$ cat src/design/chan_mux_pkg.sv
// Constants and types shared by the channel multiplexer control logic.
// Assumes a single system clock samples the upstream serial bus pins.
`default_nettype none

package chan_mux_pkg;

  // Control byte layout and its default value (channel 0 connected).
  localparam int          CTRL_W      = 8;
  localparam int          CHAN_N      = 8;
  localparam int          CHAN_SEL_W  = 3;
  localparam int          CTRL_EN_BIT = 3;
  localparam logic [7:0]  CTRL_RESET  = 8'h08;

  // Serial framing: data bits per byte and the direction bit position.
  localparam logic [3:0]  BYTE_BITS   = 4'h8;
  localparam int          RW_BIT      = 0;

  // Fixed upper part of the slave address; the value is arbitrary.
  localparam logic [3:0]  ADDR_PREFIX = 4'h7;

  // Bus protocol states of the slave.
  typedef enum logic [2:0] {
    ST_IDLE,
    ST_ADDR,
    ST_ADDR_ACK,
    ST_WR_DATA,
    ST_WR_ACK,
    ST_RD_DATA,
    ST_RD_ACK
  } bus_state_t;

endpackage

`default_nettype wire

$ cat src/design/chan_mux_ctrl.sv
// Serial-bus slave that holds the channel select byte of an eight-way mux.
// Assumes clk is much faster than the bus clock; all pins are asynchronous.
`timescale 1ns/100ps
`default_nettype none

// Behaviour
// - Reset pin low restores control byte and clears bus state; channel 0 only.
// - Power-on reset holds the block, then defaults with channel 0 only.
// - Data changes while the clock is high are conditions, never data.
// - Data falling while clock high is a start; begins address reception.
// - Data rising while clock high is a stop; ends the transaction.
// - Each byte is eight bits plus one acknowledge bit clocked by master.
// - Any number of data bytes is accepted between start and stop.
// - When addressed as receiver, every received byte is acknowledged.
// - The acknowledger holds data low across the acknowledge clock high.
// - On a missing master acknowledge the slave releases data high.
// - Writes load the control byte; reads return its contents.
// - Bit 3 enables a channel, bits 2..0 pick it; default is channel 0.
// - A new channel selection takes effect only after the stop.
// - Of several written bytes only the last one is kept.
// - Address bit 0 high means read, low means write.
module chan_mux_ctrl
  import chan_mux_pkg::*;
#(
  parameter logic [3:0] ADDR_HI = chan_mux_pkg::ADDR_PREFIX
) (
  // Clock and power-on reset.
  input  wire logic                            clk,
  input  wire logic                            rst_b,
  // Reset pin and address select pins.
  input  wire logic                            reset_pin_b,
  input  wire logic [2:0]                      addr_sel,
  // Upstream serial bus; data is open drain.
  input  wire logic                            scl_i,
  input  wire logic                            sda_i,
  output logic                                 sda_o,
  output logic                                 sda_oe,
  // Channel connection state.
  output logic [chan_mux_pkg::CHAN_N-1:0]      chan_en,
  output logic [chan_mux_pkg::CTRL_W-1:0]      ctrl_value
);
  import chan_mux_pkg::*;

  typedef struct packed {
    logic                scl_s1;
    logic                scl_s2;
    logic                scl_p;
    logic                sda_s1;
    logic                sda_s2;
    logic                sda_p;
    logic                rstp_s1;
    logic                rstp_s2;
    logic [2:0]          asel_s1;
    logic [2:0]          asel_s2;
    bus_state_t          state;
    logic [3:0]          bit_cnt;
    logic [CTRL_W-1:0]   shift;
    logic                nack;
    logic                drive;
    logic [CTRL_W-1:0]   pend;
    logic                pend_v;
    logic [CTRL_W-1:0]   ctrl;
    logic [CHAN_N-1:0]   chan_en;
  } ctl_state_t;

  ctl_state_t q;
  ctl_state_t d;
  logic       scl_rise;
  logic       scl_fall;
  logic       start_det;
  logic       stop_det;
  logic       addr_ok;

  // Turns the control byte into a connection vector with at most one bit set.
  function automatic logic [CHAN_N-1:0] chan_decode(
    input logic [CTRL_W-1:0] c
  );
    logic [CHAN_N-1:0] r;
    r = '0;
    if (c[CTRL_EN_BIT]) begin
      r = CHAN_N'(1) << c[CHAN_SEL_W-1:0];
    end
    return r;
  endfunction

  // Edges and bus conditions come only from the second sync stage onward.
  assign scl_rise  = q.scl_s2 & ~q.scl_p;
  assign scl_fall  = ~q.scl_s2 & q.scl_p;
  assign start_det = q.scl_s2 & q.scl_p & q.sda_p & ~q.sda_s2;
  assign stop_det  = q.scl_s2 & q.scl_p & ~q.sda_p & q.sda_s2;
  assign addr_ok   = (q.shift[7:4] == ADDR_HI) &&
                     (q.shift[3:1] == q.asel_s2);

  // Next-state logic; pins first pass two flops before being looked at.
  always_comb begin
    d         = q;
    d.scl_s1  = scl_i;
    d.scl_s2  = q.scl_s1;
    d.scl_p   = q.scl_s2;
    d.sda_s1  = sda_i;
    d.sda_s2  = q.sda_s1;
    d.sda_p   = q.sda_s2;
    d.rstp_s1 = reset_pin_b;
    d.rstp_s2 = q.rstp_s1;
    d.asel_s1 = addr_sel;
    d.asel_s2 = q.asel_s1;
    if (!q.rstp_s2) begin
      // Pin reset frees the bus and restores channel 0.
      d.state   = ST_IDLE;
      d.bit_cnt = '0;
      d.drive   = 1'b0;
      d.nack    = 1'b0;
      d.pend_v  = 1'b0;
      d.ctrl    = CTRL_RESET;
      d.chan_en = chan_decode(CTRL_RESET);
    end else if (stop_det) begin
      // Switching only at stop keeps all downstream lines high at connect.
      d.state = ST_IDLE;
      d.drive = 1'b0;
      if (q.pend_v) begin
        d.ctrl    = q.pend;
        d.chan_en = chan_decode(q.pend);
      end
      d.pend_v = 1'b0;
    end else if (start_det) begin
      // A repeated start keeps any pending byte until the final stop.
      d.state   = ST_ADDR;
      d.bit_cnt = '0;
      d.drive   = 1'b0;
    end else begin
      // Data is sampled only on clock rise, so high-phase changes are
      // seen solely by the condition detectors above.
      unique case (q.state)
        ST_IDLE: begin
        end
        ST_ADDR, ST_WR_DATA: begin
          if (scl_rise) begin
            d.shift   = {q.shift[CTRL_W-2:0], q.sda_s2};
            d.bit_cnt = q.bit_cnt + 4'h1;
          end else if (scl_fall && q.bit_cnt == BYTE_BITS) begin
            d.bit_cnt = '0;
            if (q.state == ST_WR_DATA) begin
              d.pend   = q.shift;
              d.pend_v = 1'b1;
              d.drive  = 1'b1;
              d.state  = ST_WR_ACK;
            end else if (addr_ok) begin
              d.drive = 1'b1;
              d.state = ST_ADDR_ACK;
            end else begin
              d.state = ST_IDLE;
            end
          end
        end
        ST_ADDR_ACK: begin
          if (scl_fall) begin
            d.bit_cnt = '0;
            if (q.shift[RW_BIT]) begin
              d.shift = q.ctrl;
              d.drive = ~q.ctrl[CTRL_W-1];
              d.state = ST_RD_DATA;
            end else begin
              d.drive = 1'b0;
              d.state = ST_WR_DATA;
            end
          end
        end
        ST_WR_ACK: begin
          // Acknowledge held through the whole ninth clock.
          if (scl_fall) begin
            d.drive = 1'b0;
            d.state = ST_WR_DATA;
          end
        end
        ST_RD_DATA: begin
          if (scl_rise) begin
            d.bit_cnt = q.bit_cnt + 4'h1;
          end else if (scl_fall) begin
            if (q.bit_cnt == BYTE_BITS) begin
              d.drive = 1'b0;
              d.state = ST_RD_ACK;
            end else begin
              d.shift = {q.shift[CTRL_W-2:0], 1'b0};
              d.drive = ~q.shift[CTRL_W-2];
            end
          end
        end
        ST_RD_ACK: begin
          if (scl_rise) begin
            d.nack = q.sda_s2;
          end else if (scl_fall) begin
            d.bit_cnt = '0;
            if (q.nack) begin
              d.drive = 1'b0;
              d.state = ST_IDLE;
            end else begin
              d.shift = q.ctrl;
              d.drive = ~q.ctrl[CTRL_W-1];
              d.state = ST_RD_DATA;
            end
          end
        end
      endcase
    end
  end

  // Power-on reset gives defaults; scl, sda and reset-pin sync flops idle high like the bus.
  always_ff @(posedge clk or negedge rst_b) begin
    if (!rst_b) begin
      q         <= '0;
      q.scl_s1  <= 1'b1;
      q.scl_s2  <= 1'b1;
      q.scl_p   <= 1'b1;
      q.sda_s1  <= 1'b1;
      q.sda_s2  <= 1'b1;
      q.sda_p   <= 1'b1;
      q.rstp_s1 <= 1'b1;
      q.rstp_s2 <= 1'b1;
      q.ctrl    <= CTRL_RESET;
      q.chan_en <= 8'h01;
    end else begin
      q <= d;
    end
  end

  // The slave only ever pulls low; release lets the pull-up win.
  assign sda_o      = 1'b0;
  assign sda_oe     = q.drive;
  assign chan_en    = q.chan_en;
  assign ctrl_value = q.ctrl;

  property p_pin_reset;
    @(posedge clk) disable iff (!rst_b)
    !q.rstp_s2 |=> q.state == ST_IDLE && q.ctrl == CTRL_RESET && !q.drive;
  endproperty
  a_pin_reset: assert property (p_pin_reset)
    else $error("pin reset did not restore defaults");

  property p_start;
    @(posedge clk) disable iff (!rst_b)
    (start_det && q.rstp_s2 && !stop_det)
      |=> q.state == ST_ADDR && q.bit_cnt == 4'h0;
  endproperty
  a_start: assert property (p_start)
    else $error("start condition not taken");

  property p_stop;
    @(posedge clk) disable iff (!rst_b)
    stop_det |=> q.state == ST_IDLE && !q.drive;
  endproperty
  a_stop: assert property (p_stop)
    else $error("stop condition did not end transaction");

  property p_write_ack;
    @(posedge clk) disable iff (!rst_b)
    (q.state == ST_WR_DATA && scl_fall && q.bit_cnt == BYTE_BITS &&
     q.rstp_s2 && !start_det && !stop_det)
      |=> q.state == ST_WR_ACK && sda_oe && q.pend == $past(q.shift);
  endproperty
  a_write_ack: assert property (p_write_ack)
    else $error("received byte not acknowledged");

  property p_ack_low;
    @(posedge clk) disable iff (!rst_b)
    ((q.state == ST_WR_ACK || q.state == ST_ADDR_ACK) && q.scl_s2)
      |-> sda_oe && !sda_o;
  endproperty
  a_ack_low: assert property (p_ack_low)
    else $error("acknowledge released during clock high");

  property p_nack_release;
    @(posedge clk) disable iff (!rst_b)
    (q.state == ST_RD_ACK && q.nack && scl_fall && q.rstp_s2 &&
     !start_det && !stop_det)
      |=> q.state == ST_IDLE ##1 !sda_oe;
  endproperty
  a_nack_release: assert property (p_nack_release)
    else $error("data line not released after missing acknowledge");

  property p_read_load;
    @(posedge clk) disable iff (!rst_b)
    (q.state == ST_ADDR_ACK && scl_fall && q.shift[RW_BIT] &&
     q.rstp_s2 && !start_det && !stop_det)
      |=> q.state == ST_RD_DATA && q.shift == q.ctrl &&
          sda_oe == !q.ctrl[CTRL_W-1];
  endproperty
  a_read_load: assert property (p_read_load)
    else $error("read did not return the control byte");

  property p_decode;
    @(posedge clk) disable iff (!rst_b)
    q.chan_en == chan_decode(q.ctrl);
  endproperty
  a_decode: assert property (p_decode)
    else $error("channel enables disagree with control byte");

  property p_hold_until_stop;
    @(posedge clk) disable iff (!rst_b)
    (!stop_det && q.rstp_s2) |=> $stable(q.ctrl);
  endproperty
  a_hold_until_stop: assert property (p_hold_until_stop)
    else $error("control byte changed without a stop");

  property p_commit_last;
    @(posedge clk) disable iff (!rst_b)
    (stop_det && q.pend_v && q.rstp_s2) |=> q.ctrl == $past(q.pend);
  endproperty
  a_commit_last: assert property (p_commit_last)
    else $error("last written byte not committed at stop");

  property p_addr_reject;
    @(posedge clk) disable iff (!rst_b)
    (q.state == ST_ADDR && scl_fall && q.bit_cnt == BYTE_BITS &&
     !addr_ok && q.rstp_s2 && !start_det && !stop_det)
      |=> q.state == ST_IDLE ##1 !sda_oe [*2];
  endproperty
  a_addr_reject: assert property (p_addr_reject)
    else $error("foreign address was acknowledged");

endmodule

`default_nettype wire

$ cat config.mk
export PLATFORM = sky130hd
export DESIGN_NAME = chan_mux_ctrl
export DESIGN_NICKNAME = d
export VERILOG_FILES = /design/src/design/chan_mux_pkg.sv /design/src/design/chan_mux_ctrl.sv
export SDC_FILE = /design/constraint.sdc
export NUM_CORES = 1
export LEC_CHECK = 0
export BUFFER_PORTS_ARGS = -buffer_cell sky130_fd_sc_hd__buf_2
export CAP_MARGIN = 10
export CORE_MARGIN = 2
export CORE_UTILIZATION = 63
export DETAILED_ROUTE_END_ITERATION = 8
export PLACE_DENSITY_LB_ADDON = 0.05
export SYNTH_ARGS = -nofsm -noshare
export SYNTH_HDL_FRONTEND = slang
export SYNTH_SLANG_ARGS = --single-unit
$ cat constraint.sdc
create_clock -name clk -period 4.1 [get_ports clk]
set_clock_uncertainty 0.2 [all_clocks]
set_input_delay 0 -clock clk [delete_from_list [all_inputs] [get_ports clk]]
set_output_delay 0 -clock clk [all_outputs]
set_load 0.02 [all_outputs]
Yosys cells after proc, flatten, opt, wreduce, memory -nomap -nowiden
Cells that the tools add are included.
{ "classes": {"n_addsub": 1, "n_eq_ne": 43, "shift": 1, "mux": 64, "bitwise_logic": 16, "n_reduce_logical": 13} }
{ "ops": {"columns": ["operator", "n"], "rows": [
  ["$mux W15", 9],
  ["$ne A5 B5 Y1 const B", 12],
  ["$mux W8", 7],
  ["$pmux W12 S4", 1],
  ["$mux W7", 6],
  ["$mux W16", 2],
  ["$mux W3", 9],
  ["$mux W10", 2],
  ["$reduce_and A10 Y1", 2],
  ["$mux W1", 18],
  ["$mux W9", 2],
  ["$mux W17", 1],
  ["$ne A4 B4 Y1 const B", 4],
  ["$pmux W3 S5", 1],
  ["$ne A2 B2 Y1 const B", 7],
  ["$reduce_and A7 Y1", 2],
  ["$mux W13", 1],
  ["$reduce_and A13 Y1", 1],
  ["$reduce_and A12 Y1", 1],
  ["$eq A3 B3 Y1 const B", 3],
  ["$ne A3 B1 Y1 const B", 3],
  ["$not A1 Y1", 9],
  ["$mux W4", 2],
  ["$ne A8 B1 Y1 const B", 1],
  ["other kinds (20)", 32]
]} }
{ "totals": {"ff_bits": 56, "input_bits": 8, "out_inout_bits": 18, "word_cells": 158} }

Longest topological paths before layout
Gate-level depths: netlist of run 1.
{ "logic_depth": {"ltp_word": 13, "ltp_mapped": 7, "mapped_depth_nobuf": 7} }

Least setup slack after synthesis of run 1
OpenSTA, ideal clock, no wires.
{ "synth_path": {"path_kind": "register to register", "start": "register q (netlist bit d[53])", "end": "register q[28] (netlist bit)", "setup_time_ps": 125, "arrival_time_ps": 1766, "required_ps": 3775, "setup_slack_ps": 2009, "stages_incl_launch_ff": 6, "path_buffers": 0, "period_less_slack_ps": 2091, "path_cell_list": "dfstp_2 -> or3b_1 -> a31oi_1 -> o21bai_1 -> a21oi_2 -> mux2_2"} }
{ "synth_via": {"elab_chain_len": 5, "word_cells_on_any_way": 19, "classes_between": "eq/ne: 8; bitwise: 10; reduce/logical: 1"} }
{ "synth_rtl": {"columns": ["element", "line", "rtl"], "rows": [
  ["start, declared", "chan_mux_ctrl.sv:66", "ctl_state_t q;"],
  ["$and A1 B1 Y1", "chan_mux_ctrl.sv:89, chan_mux_ctrl.sv:90", null],
  ["$and A1 B1 Y1, on equally long branches (2 in a row)", "chan_mux_ctrl.sv:89, chan_mux_ctrl.sv:90", null],
  ["$ne A5 B5 Y1 (no source line) or $not A1 Y1 (tied branches)", null, null],
  ["$reduce_and A13 Y1 (no source line) (*)", null, null]
]} }
Mark *: on every way between the ends. The rest lies on a longest branch, timed or not.
A chain may end at the register's enable or synchronous reset.

Worst setup path after layout of run 1
{ "layout_path": {"start": "register q[39] (netlist bit)", "end": "register q[40] (netlist bit)"} }
{ "layout_via": {"elab_chain_len": 11, "word_cells_on_any_way": 28, "classes_between": "eq/ne: 16; mux: 10; reduce/logical: 2"} }
{ "layout_rtl": {"columns": ["element", "line", "rtl"], "rows": [
  ["$eq A3 B2 Y1", "chan_mux_ctrl.sv:133, chan_mux_ctrl.sv:142", null],
  ["$mux W3", "chan_mux_ctrl.sv:142", "if (q.state == ST_WR_DATA) begin"],
  ["$mux W7", "chan_mux_ctrl.sv:140", "end else if (scl_fall && q.bit_cnt == BYTE_BITS) begin"],
  ["$mux W7", "chan_mux_ctrl.sv:125", "end else if (start_det) begin"],
  ["$mux W7", "chan_mux_ctrl.sv:116", "end else if (stop_det) begin"],
  ["$mux W7", "chan_mux_ctrl.sv:107", "if (!q.rstp_s2) begin"],
  ["$mux W3", "chan_mux_ctrl.sv:137", "if (scl_rise) begin"],
  ["$pmux W3 S5", "chan_mux_ctrl.sv:133", "unique case (q.state)"],
  ["$mux W7", "chan_mux_ctrl.sv:125", null],
  ["$mux W3", "chan_mux_ctrl.sv:116", null],
  ["$mux W7", "chan_mux_ctrl.sv:107", null]
]} }
Several ways; a longest one is shown, not always the timed one. The select of a mux whose other input is x is not followed.

==> impl_results.md, run 1 <==
* Skew-Pair Late Insertion Delay at 0.31 ns
* DP HPWL at 3428 um
* RSZ-0062 raised after global routing: false
* Power Dens Cells at 329.3 nW/um^2
* Peak VDD IR at 298.5 uV
* Ant diodes at 0
* Final setup fails at 0
* Reg2reg setup slack at 1.65 ns
* Main synth FF type: dfrtp_1
* Clk pin slew, worst setup/hold paths at 0.09 ns
* Drt total wl at 5199 um
* EDFF count, synth at 0
* CP required at 4.13 ns
* Relative slew slack at 0.5492
* Largest net degree at the start of global routing at 57
* Fraction of layout cells with a size suffix above 1 at 0.2321
* Core area at 4354 um^2
* Core Rows at 24
* I/O Pins at 26
* Yosys Warn Count at 0
* Worst path max stage delay at 0.65 ns
* Syn Nets at 276
* WS Path Type: register to register
* Synth area leaders: dfrtp_1 41%, dfstp_2 9.3%, mux2_2 5.6%, buf_4 5.0%, mux2i_1 4.2%
* Outcome: finished, final reports clean
* Die H at 71.03 um
* Max-Cap Viols at 0
* Vias in the first global route at 1918
* Slowest CP cell: dfrtp_1
* Gr usage total at 0.2269
* Slew Limit Fails at 0
* Final WS setup at 1.650 ns
* Root buf cell: clkbuf_8
* Final period util at 0.5976
* Hold Fails Final Rpt at 0
* FF-to-FF Start: q[39]
* # H-tree levels at 2
* Iteration-0 DRC Markers at 112
* Worst-path fanout max at 17
* Worst reg2reg path depth at 5
* Crit path launch type: register
* Num CTS Buffers at 5
* Crit path top cell by count: nand2b_1
* Synth area leader: dfrtp_1
* CTS resizes at 0
* Critical Path End Type: register
* GRT Residual Overflow at 0
* Mapped Cells at 266
* Layout Utilization at 0.6954
* Critical path buffers and inverters at 0
* Measured slew at the worst slew-check pin at 0.6762 ns
* Gpl congestion at 1.002
* First-pass iteration count of the detailed router at 4
* Crit-path leading delay family: simple AND/OR/NAND/NOR gates
* First-pass GRT wire length at 9045 um
* Most numerous cell in the Yosys netlist: dfrtp_1
* Routed vias/inst at 5.991
* HP Class: input port to asynchronous set/reset pin
* Commonest cells in the synthesized netlist: 46 x dfrtp_1, 19 x buf_4, 18 x a21oi_1
* PortBufs at 24
* Routed len/inst at 15.66 um
* P&R area growth vs syn at 6.985%
* Post-route ant nets at 0
* Avg Inst Size Synth at 10.64 um^2
* Critical path cell sequence: nand2b_1 -> a21oi_1 -> nand2b_1 -> or4_1 -> a22oi_1
* Post-Syn Area at 2830 um^2
* P_leak at 0.001411 uW
* Initial antenna violation count at 0
* Setup TNS at 0 ns
* Die ar. at 5045 um^2
* Yosys cell types at 53
* Fin crit period at 2.450 ns
* Nets at 289
* Clk sinks at 56
* Arr. time, crit path at 2.48 ns
* # DRC at 0
* CTS tree: built
* Clock buffer depth at 2
* DR vias at 1989
* Reg2reg end: q[40]
* Post-synthesis register bit count at 56
* Register area share after synthesis at 0.4996
* Async S/R FF share, synth at 1.000
* FMAX at 408.2 MHz
* Fillcell total at 344
* Initial Util at 0.6500
* Post-Place Setup Slack at 1.703 ns
* Die span in x at 71.03 um
* Yosys top cell area share at 0.4067
[cells by family after synthesis]
kind of cell / Yosys count / synth area share
AND/OR/NAND/NOR: 79 / 0.1543
AO/OA/AOI/OAI: 59 / 0.1463
flip-flops: 56 / 0.4996
buffers and inverters: 39 / 0.07913
multiplexers: 26 / 0.09814
XOR/XNOR: 4 / 0.01238
adder cells (fa/ha/maj): 2 / 0.008840
other: 1 / 0.001325
[worst min-delay path: cells and delay by family]
family | cells | cell delay, ns
buffers and inverters | 3 | 1.14
[flip-flops by register name (all words and copies together) (netlist names)]
register	flops
d	8
ctrl_value	8
chan_en	8
q	31
sda_oe	1
[power by group]
part	total (uW)	internal (uW)	switching [uW]
Clock	355	183	172
Combinational	61.0	23.4	37.6
Sequential	582	568	14.0
Total	997	774	223
[area by class of cell]
cell class	instances	area, um^2	area share
sequential	56	1414	0.4669
multi-input combinational	171	1192	0.3938
timing repair buffer	33	205.2	0.06777
clock buffer	7	76.32	0.02521
tap	52	65.06	0.02149
inverter	12	45.04	0.01488
clock inverter	1	30.03	0.009917
[worst max path at each step]
stage | start | endpoint | slack, ns | depth (start not counted)
detailed placement | q[39] | q[40] | 1.70 | 5
floorplan | d[53] | q[28] | 2.01 | 5
global placement | q[39] | q[40] | 1.72 | 5
CTS | q[39] | q[40] | 1.67 | 5
global route | q[39] | q[40] | 1.46 | 5
finish | q[39] | q[40] | 1.65 | 5
[cell usage in the layout, fill, tap and decap left out, types with 3 or more instances in the layout]
cell           count
or3_1              6
mux2i_1           12
o21ai_0           10
dfstp_2           10
nand3_1            8
a22o_1             6
a21oi_1           18
nor2_1            14
inv_1             11
dfrtp_1           46
buf_2             24
nand2b_1           7
clkbuf_8           5
dlygate4sd3_1      7
nor3_1             4
o31ai_1            4
nand2_1           17
xor2_1             3
nor4_1             3
mux2_2            14
[through the flow]
stage               cell area, um^2  hold WS (ns)  std cells  power (uW)
floorplan                      2830       -0.4956        266       623.4
global placement               2851      -0.09441        317       646.6
detailed placement             2851      -0.09385        317       648.3
CTS                            3028        0.1266        332        1005
global route                   3028        0.1288        332        1036
finish                         3028        0.1312        332       997.1
[layer usage]
layer,GRT usage,part of all wire,vias to the layer above,wire length (um)
li1,-,-,961,-
met1,0.3153,0.47,968,2449
met2,0.3686,0.47,52,2466
met3,0.04701,0.040,8,210
met4,0.05660,0.014,0,72
met5,0,0,-,0
[repair_timing]
item / 4_1_cts / 5_1_grt
hold buffers: 7 / 0
buffers inserted: 0 / 0
setup endpoints to repair: 0 / 0
hold endpoints to repair: 52 / 0
Power figures use the tool's default switching activity.
==> run 2: changes to the inputs <==
Settings changed: ABC_AREA from default to 1, CORE_UTILIZATION 63 to 53.
Clock period 4.1 ns to 2.2 ns, I/O delays scaled along.
==> run 2 against run 1 <==
Net effect:
- synthesized area is 4.5% higher
- wire length is 21% higher
- maximum frequency is 26% higher
- total power is 94% higher
- register-to-register slack worse by 1.4 ns
- utilization is 10 points lower
- critical path type unchanged
==> impl_results.md, run 2 <==
* Placed inst area at 3024 um^2 (+6.1%)
* Core Rows at 27 (+13%)
* Register area share after synthesis at 0.4782 (-0.02135)
* Hold WS at 0.1252 ns (-0.006023 ns)
* Fillcell total at 514 (+49%)
* # DRC at 0 (unchanged)
* CP required at 2.20 ns (-1.93 ns)
* Fin crit period at 1.952 ns (-0.4979 ns)
* Synth Area in Simple Gates at 0.2996 (+0.1453)
* I/O Pins at 26 (unchanged)
* Fraction of layout cells with a size suffix above 1 at 0.1725 (-0.05964)
* Outcome: finished, final reports clean
* Num CTS Buffers at 5 (unchanged)
* P_leak at 0.001626 uW (+15%)
* Commonest non-fill, non-tap cell in the layout: nand2_1
* Post-Syn Area at 2957 um^2 (+4.5%)
* Nets at 409 (+42%)
* Clk pin slew, worst setup/hold paths at 0.10 ns (about the same)
* Most frequent cells in the layout: 99 x nand2_1, 50 x nand3_1, 46 x dfrtp_1
* Setup TNS at 0 ns (unchanged)
* Largest net degree at the start of global routing at 22 (-61%)
* HP Class: input port to register
* Post-synthesis register bit count at 56 (unchanged)
* Commonest cells in the synthesized netlist: 100 x nand2_1, 50 x nand3_1, 46 x dfrtp_1
* Mapped Cells at 380 (+43%)
* P&R area growth vs syn at 8.845%
* Routed len/inst at 13.36 um (-15%)
* Final WS setup at 0.2480 ns (-1.402 ns)
* Initial Util at 0.5436 (-0.1064)
* First-pass iteration count of the detailed router at 5 (+1)
* Xor and xnor fraction of the mapped netlist area at 0.005925 (-0.006454)
* FMAX at 512.3 MHz (+26%)
* RSZ-0062 raised after global routing: false
* WS Path Type: register to register
* Most numerous cell in the Yosys netlist: nand2_1
* Arr. time, crit path at 1.96 ns (-0.52 ns)
* Power after layout at 1931 uW (+94%)
* # H-tree levels at 2 (unchanged)
* Routed vias/inst at 5.129 (-14%)
* Max reg flops at 31 (unchanged)
* Worst-path fanout max at 5 (-12)
* Avg Inst Size Synth at 7.780 um^2 (-27%)
* Skew-Pair Late Insertion Delay at 0.31 ns (about the same)
* Main synth FF type: dfrtp_1
* Iteration-0 DRC Markers at 223 (+99%)
* Final setup fails at 0 (unchanged)
* PortBufs at 24 (unchanged)
* CTS tree: built
* Max-Cap Viols at 0 (unchanged)
* Worst reg2reg path depth at 11 (+6)
* Ant diodes at 0 (unchanged)
* Core area at 5439 um^2 (+25%)
* GRT Residual Overflow at 0 (unchanged)
* Gr usage total at 0.2318 (+0.004936)
* Die H at 78.69 um (+11%)
* Syn Nets at 390 (+41%)
* Drt total wl at 6305 um (+21%)
* Largest family of logic cells by synthesized area: simple AND/OR/NAND/NOR gates
* Vias in the first global route at 2378 (+24%)
* Crit path launch type: register
* Post-route ant nets at 0 (unchanged)
* Root buf cell: clkbuf_8
* Die ar. at 6192 um^2 (+23%)
* DR vias at 2421 (+22%)
* Postcts setup bufs at 0 (unchanged)
* Async S/R FF share, synth at 1.000 (unchanged)
* Post-route design area at 3218 um^2 (+6.3%)
* Die span in x at 78.69 um (+11%)
* Register with the most flip-flops: q
* Post-Place Setup Slack at 0.1681 ns (-1.535 ns)
* Initial antenna violation count at 0 (unchanged)
* Clk sinks at 56 (unchanged)
* Yosys Warn Count at 0 (unchanged)
* Synth Area in Adders at 0.008464 (-0.0003779)
* Hold Crit Depth at 2
* Synth area leader: dfrtp_1
* Yosys top cell area share at 0.3893 (-0.01738)
* Synth Area in Compound Gates at 0.08337 (-0.06296)
* Slew Limit Fails at 0 (unchanged)
* Clock buffer depth at 2 (unchanged)
* DP HPWL at 4734 um (+38%)
* Synth area leaders: dfrtp_1 39%, nand2_1 13%, dfstp_2 8.9%, nand3_1 8.5%, inv_1 5.6%
* Power Dens Cells at 599.9 nW/um^2 (+82%)
* Mux contribution to synthesized area at 0 (-0.09814)
* Peak VDD IR at 474.3 uV (+59%)
* First-pass GRT wire length at 11180 um (+24%)
* EDFF count, synth at 0 (unchanged)
* Yosys cell types at 30 (-43%)
* Hold Fails Final Rpt at 0 (unchanged)
* Gpl congestion at 0.9668 (-3.5%)
* Critical Path End Type: register
* Final period util at 0.8873 (+0.2897)
## run 2: changes by cell type after synthesis, sizes merged, moves of 8 or more
cell,previous run,this run
nand2,17,105
nand3,8,53
inv,11,49
nor2,14,42
o21ai,11,27
a21oi,19,5
mux2,14,0
mux2i,12,0
nand2b,8,0
## run 2: final timing paths
kind / startpoint / endpoint / slack (ns)
worst max-delay path: q[35] / q[41] / 0.25
worst min-delay path: addr_sel[0] / d[42] / 0.13
worst max register to register: q[35] / q[41] / 0.25
worst min register to register: d[48] / q[48] / 0.16
max in group asynchronous: rst_b / chan_en[0] / 0.61
min in group asynchronous: rst_b / q[44] / 0.50
## run 2: stage by stage
step,utilization,cells
after floorplan,-,380
after global placement,0.5560,456
after detailed placement,0.5560,456
after CTS,0.5931,473
after global routing,0.5917,472
final,0.5917,472
## run 2: timing repair
item	in CTS	in global routing
gates resized for setup	0	1
endpoints found under the hold margin	53	0
hold buffers	9	0
setup endpoints to repair	0	23
## run 2: layout make-up
class | instances | area [um^2] | area share
clock buffers | 6 | 72.57 | 0.02255
multi-input cells | 250 | 1181 | 0.3670
repair buffers | 37 | 237.7 | 0.07387
clock inverters | 2 | 38.79 | 0.01205
inverters | 49 | 183.9 | 0.05715
flip-flops and latches | 56 | 1414 | 0.4393
well taps | 72 | 90.09 | 0.02799
## run 2: report_power, final
| group | switching [uW] | leakage [uW] | total (uW) | internal [uW] |
|---|---|---|---|---|
| sequential | 21.0 | 0.000731 | 1090 | 1060 |
| combinational | 111 | 0.000838 | 166 | 54.9 |
| clock | 335 | 0.0000558 | 679 | 345 |
## run 2: logic make-up after synthesis
family,count (synthesis)
simple gates,201
buf+inv,74
flops,56
compound gates,44
xor+xnor,2
fa+ha+maj,2
other cells,1
## run 2: critical path, cell delays in order (launching register included)
cell and delay [ns]:
dfrtp_1 0.43, inv_1 0.08, ha_1 0.16, nand2_1 0.05
nor2_1 0.19, nand2_1 0.14, nand2_1 0.13, nor2_1 0.07
nor2_2 0.14, nand3_1 0.13, nand2_1 0.08, nand2_1 0.06
## run 2: routing by layer
layer | track usage | up-vias | part of all wire
met1 | 0.3244 | 1121 | 0.49
met5 | 0 | - | 0
met3 | 0.05455 | 6 | 0.051
met2 | 0.3632 | 69 | 0.45
met4 | 0.06316 | 0 | 0.0094
li1 | - | 1225 | -
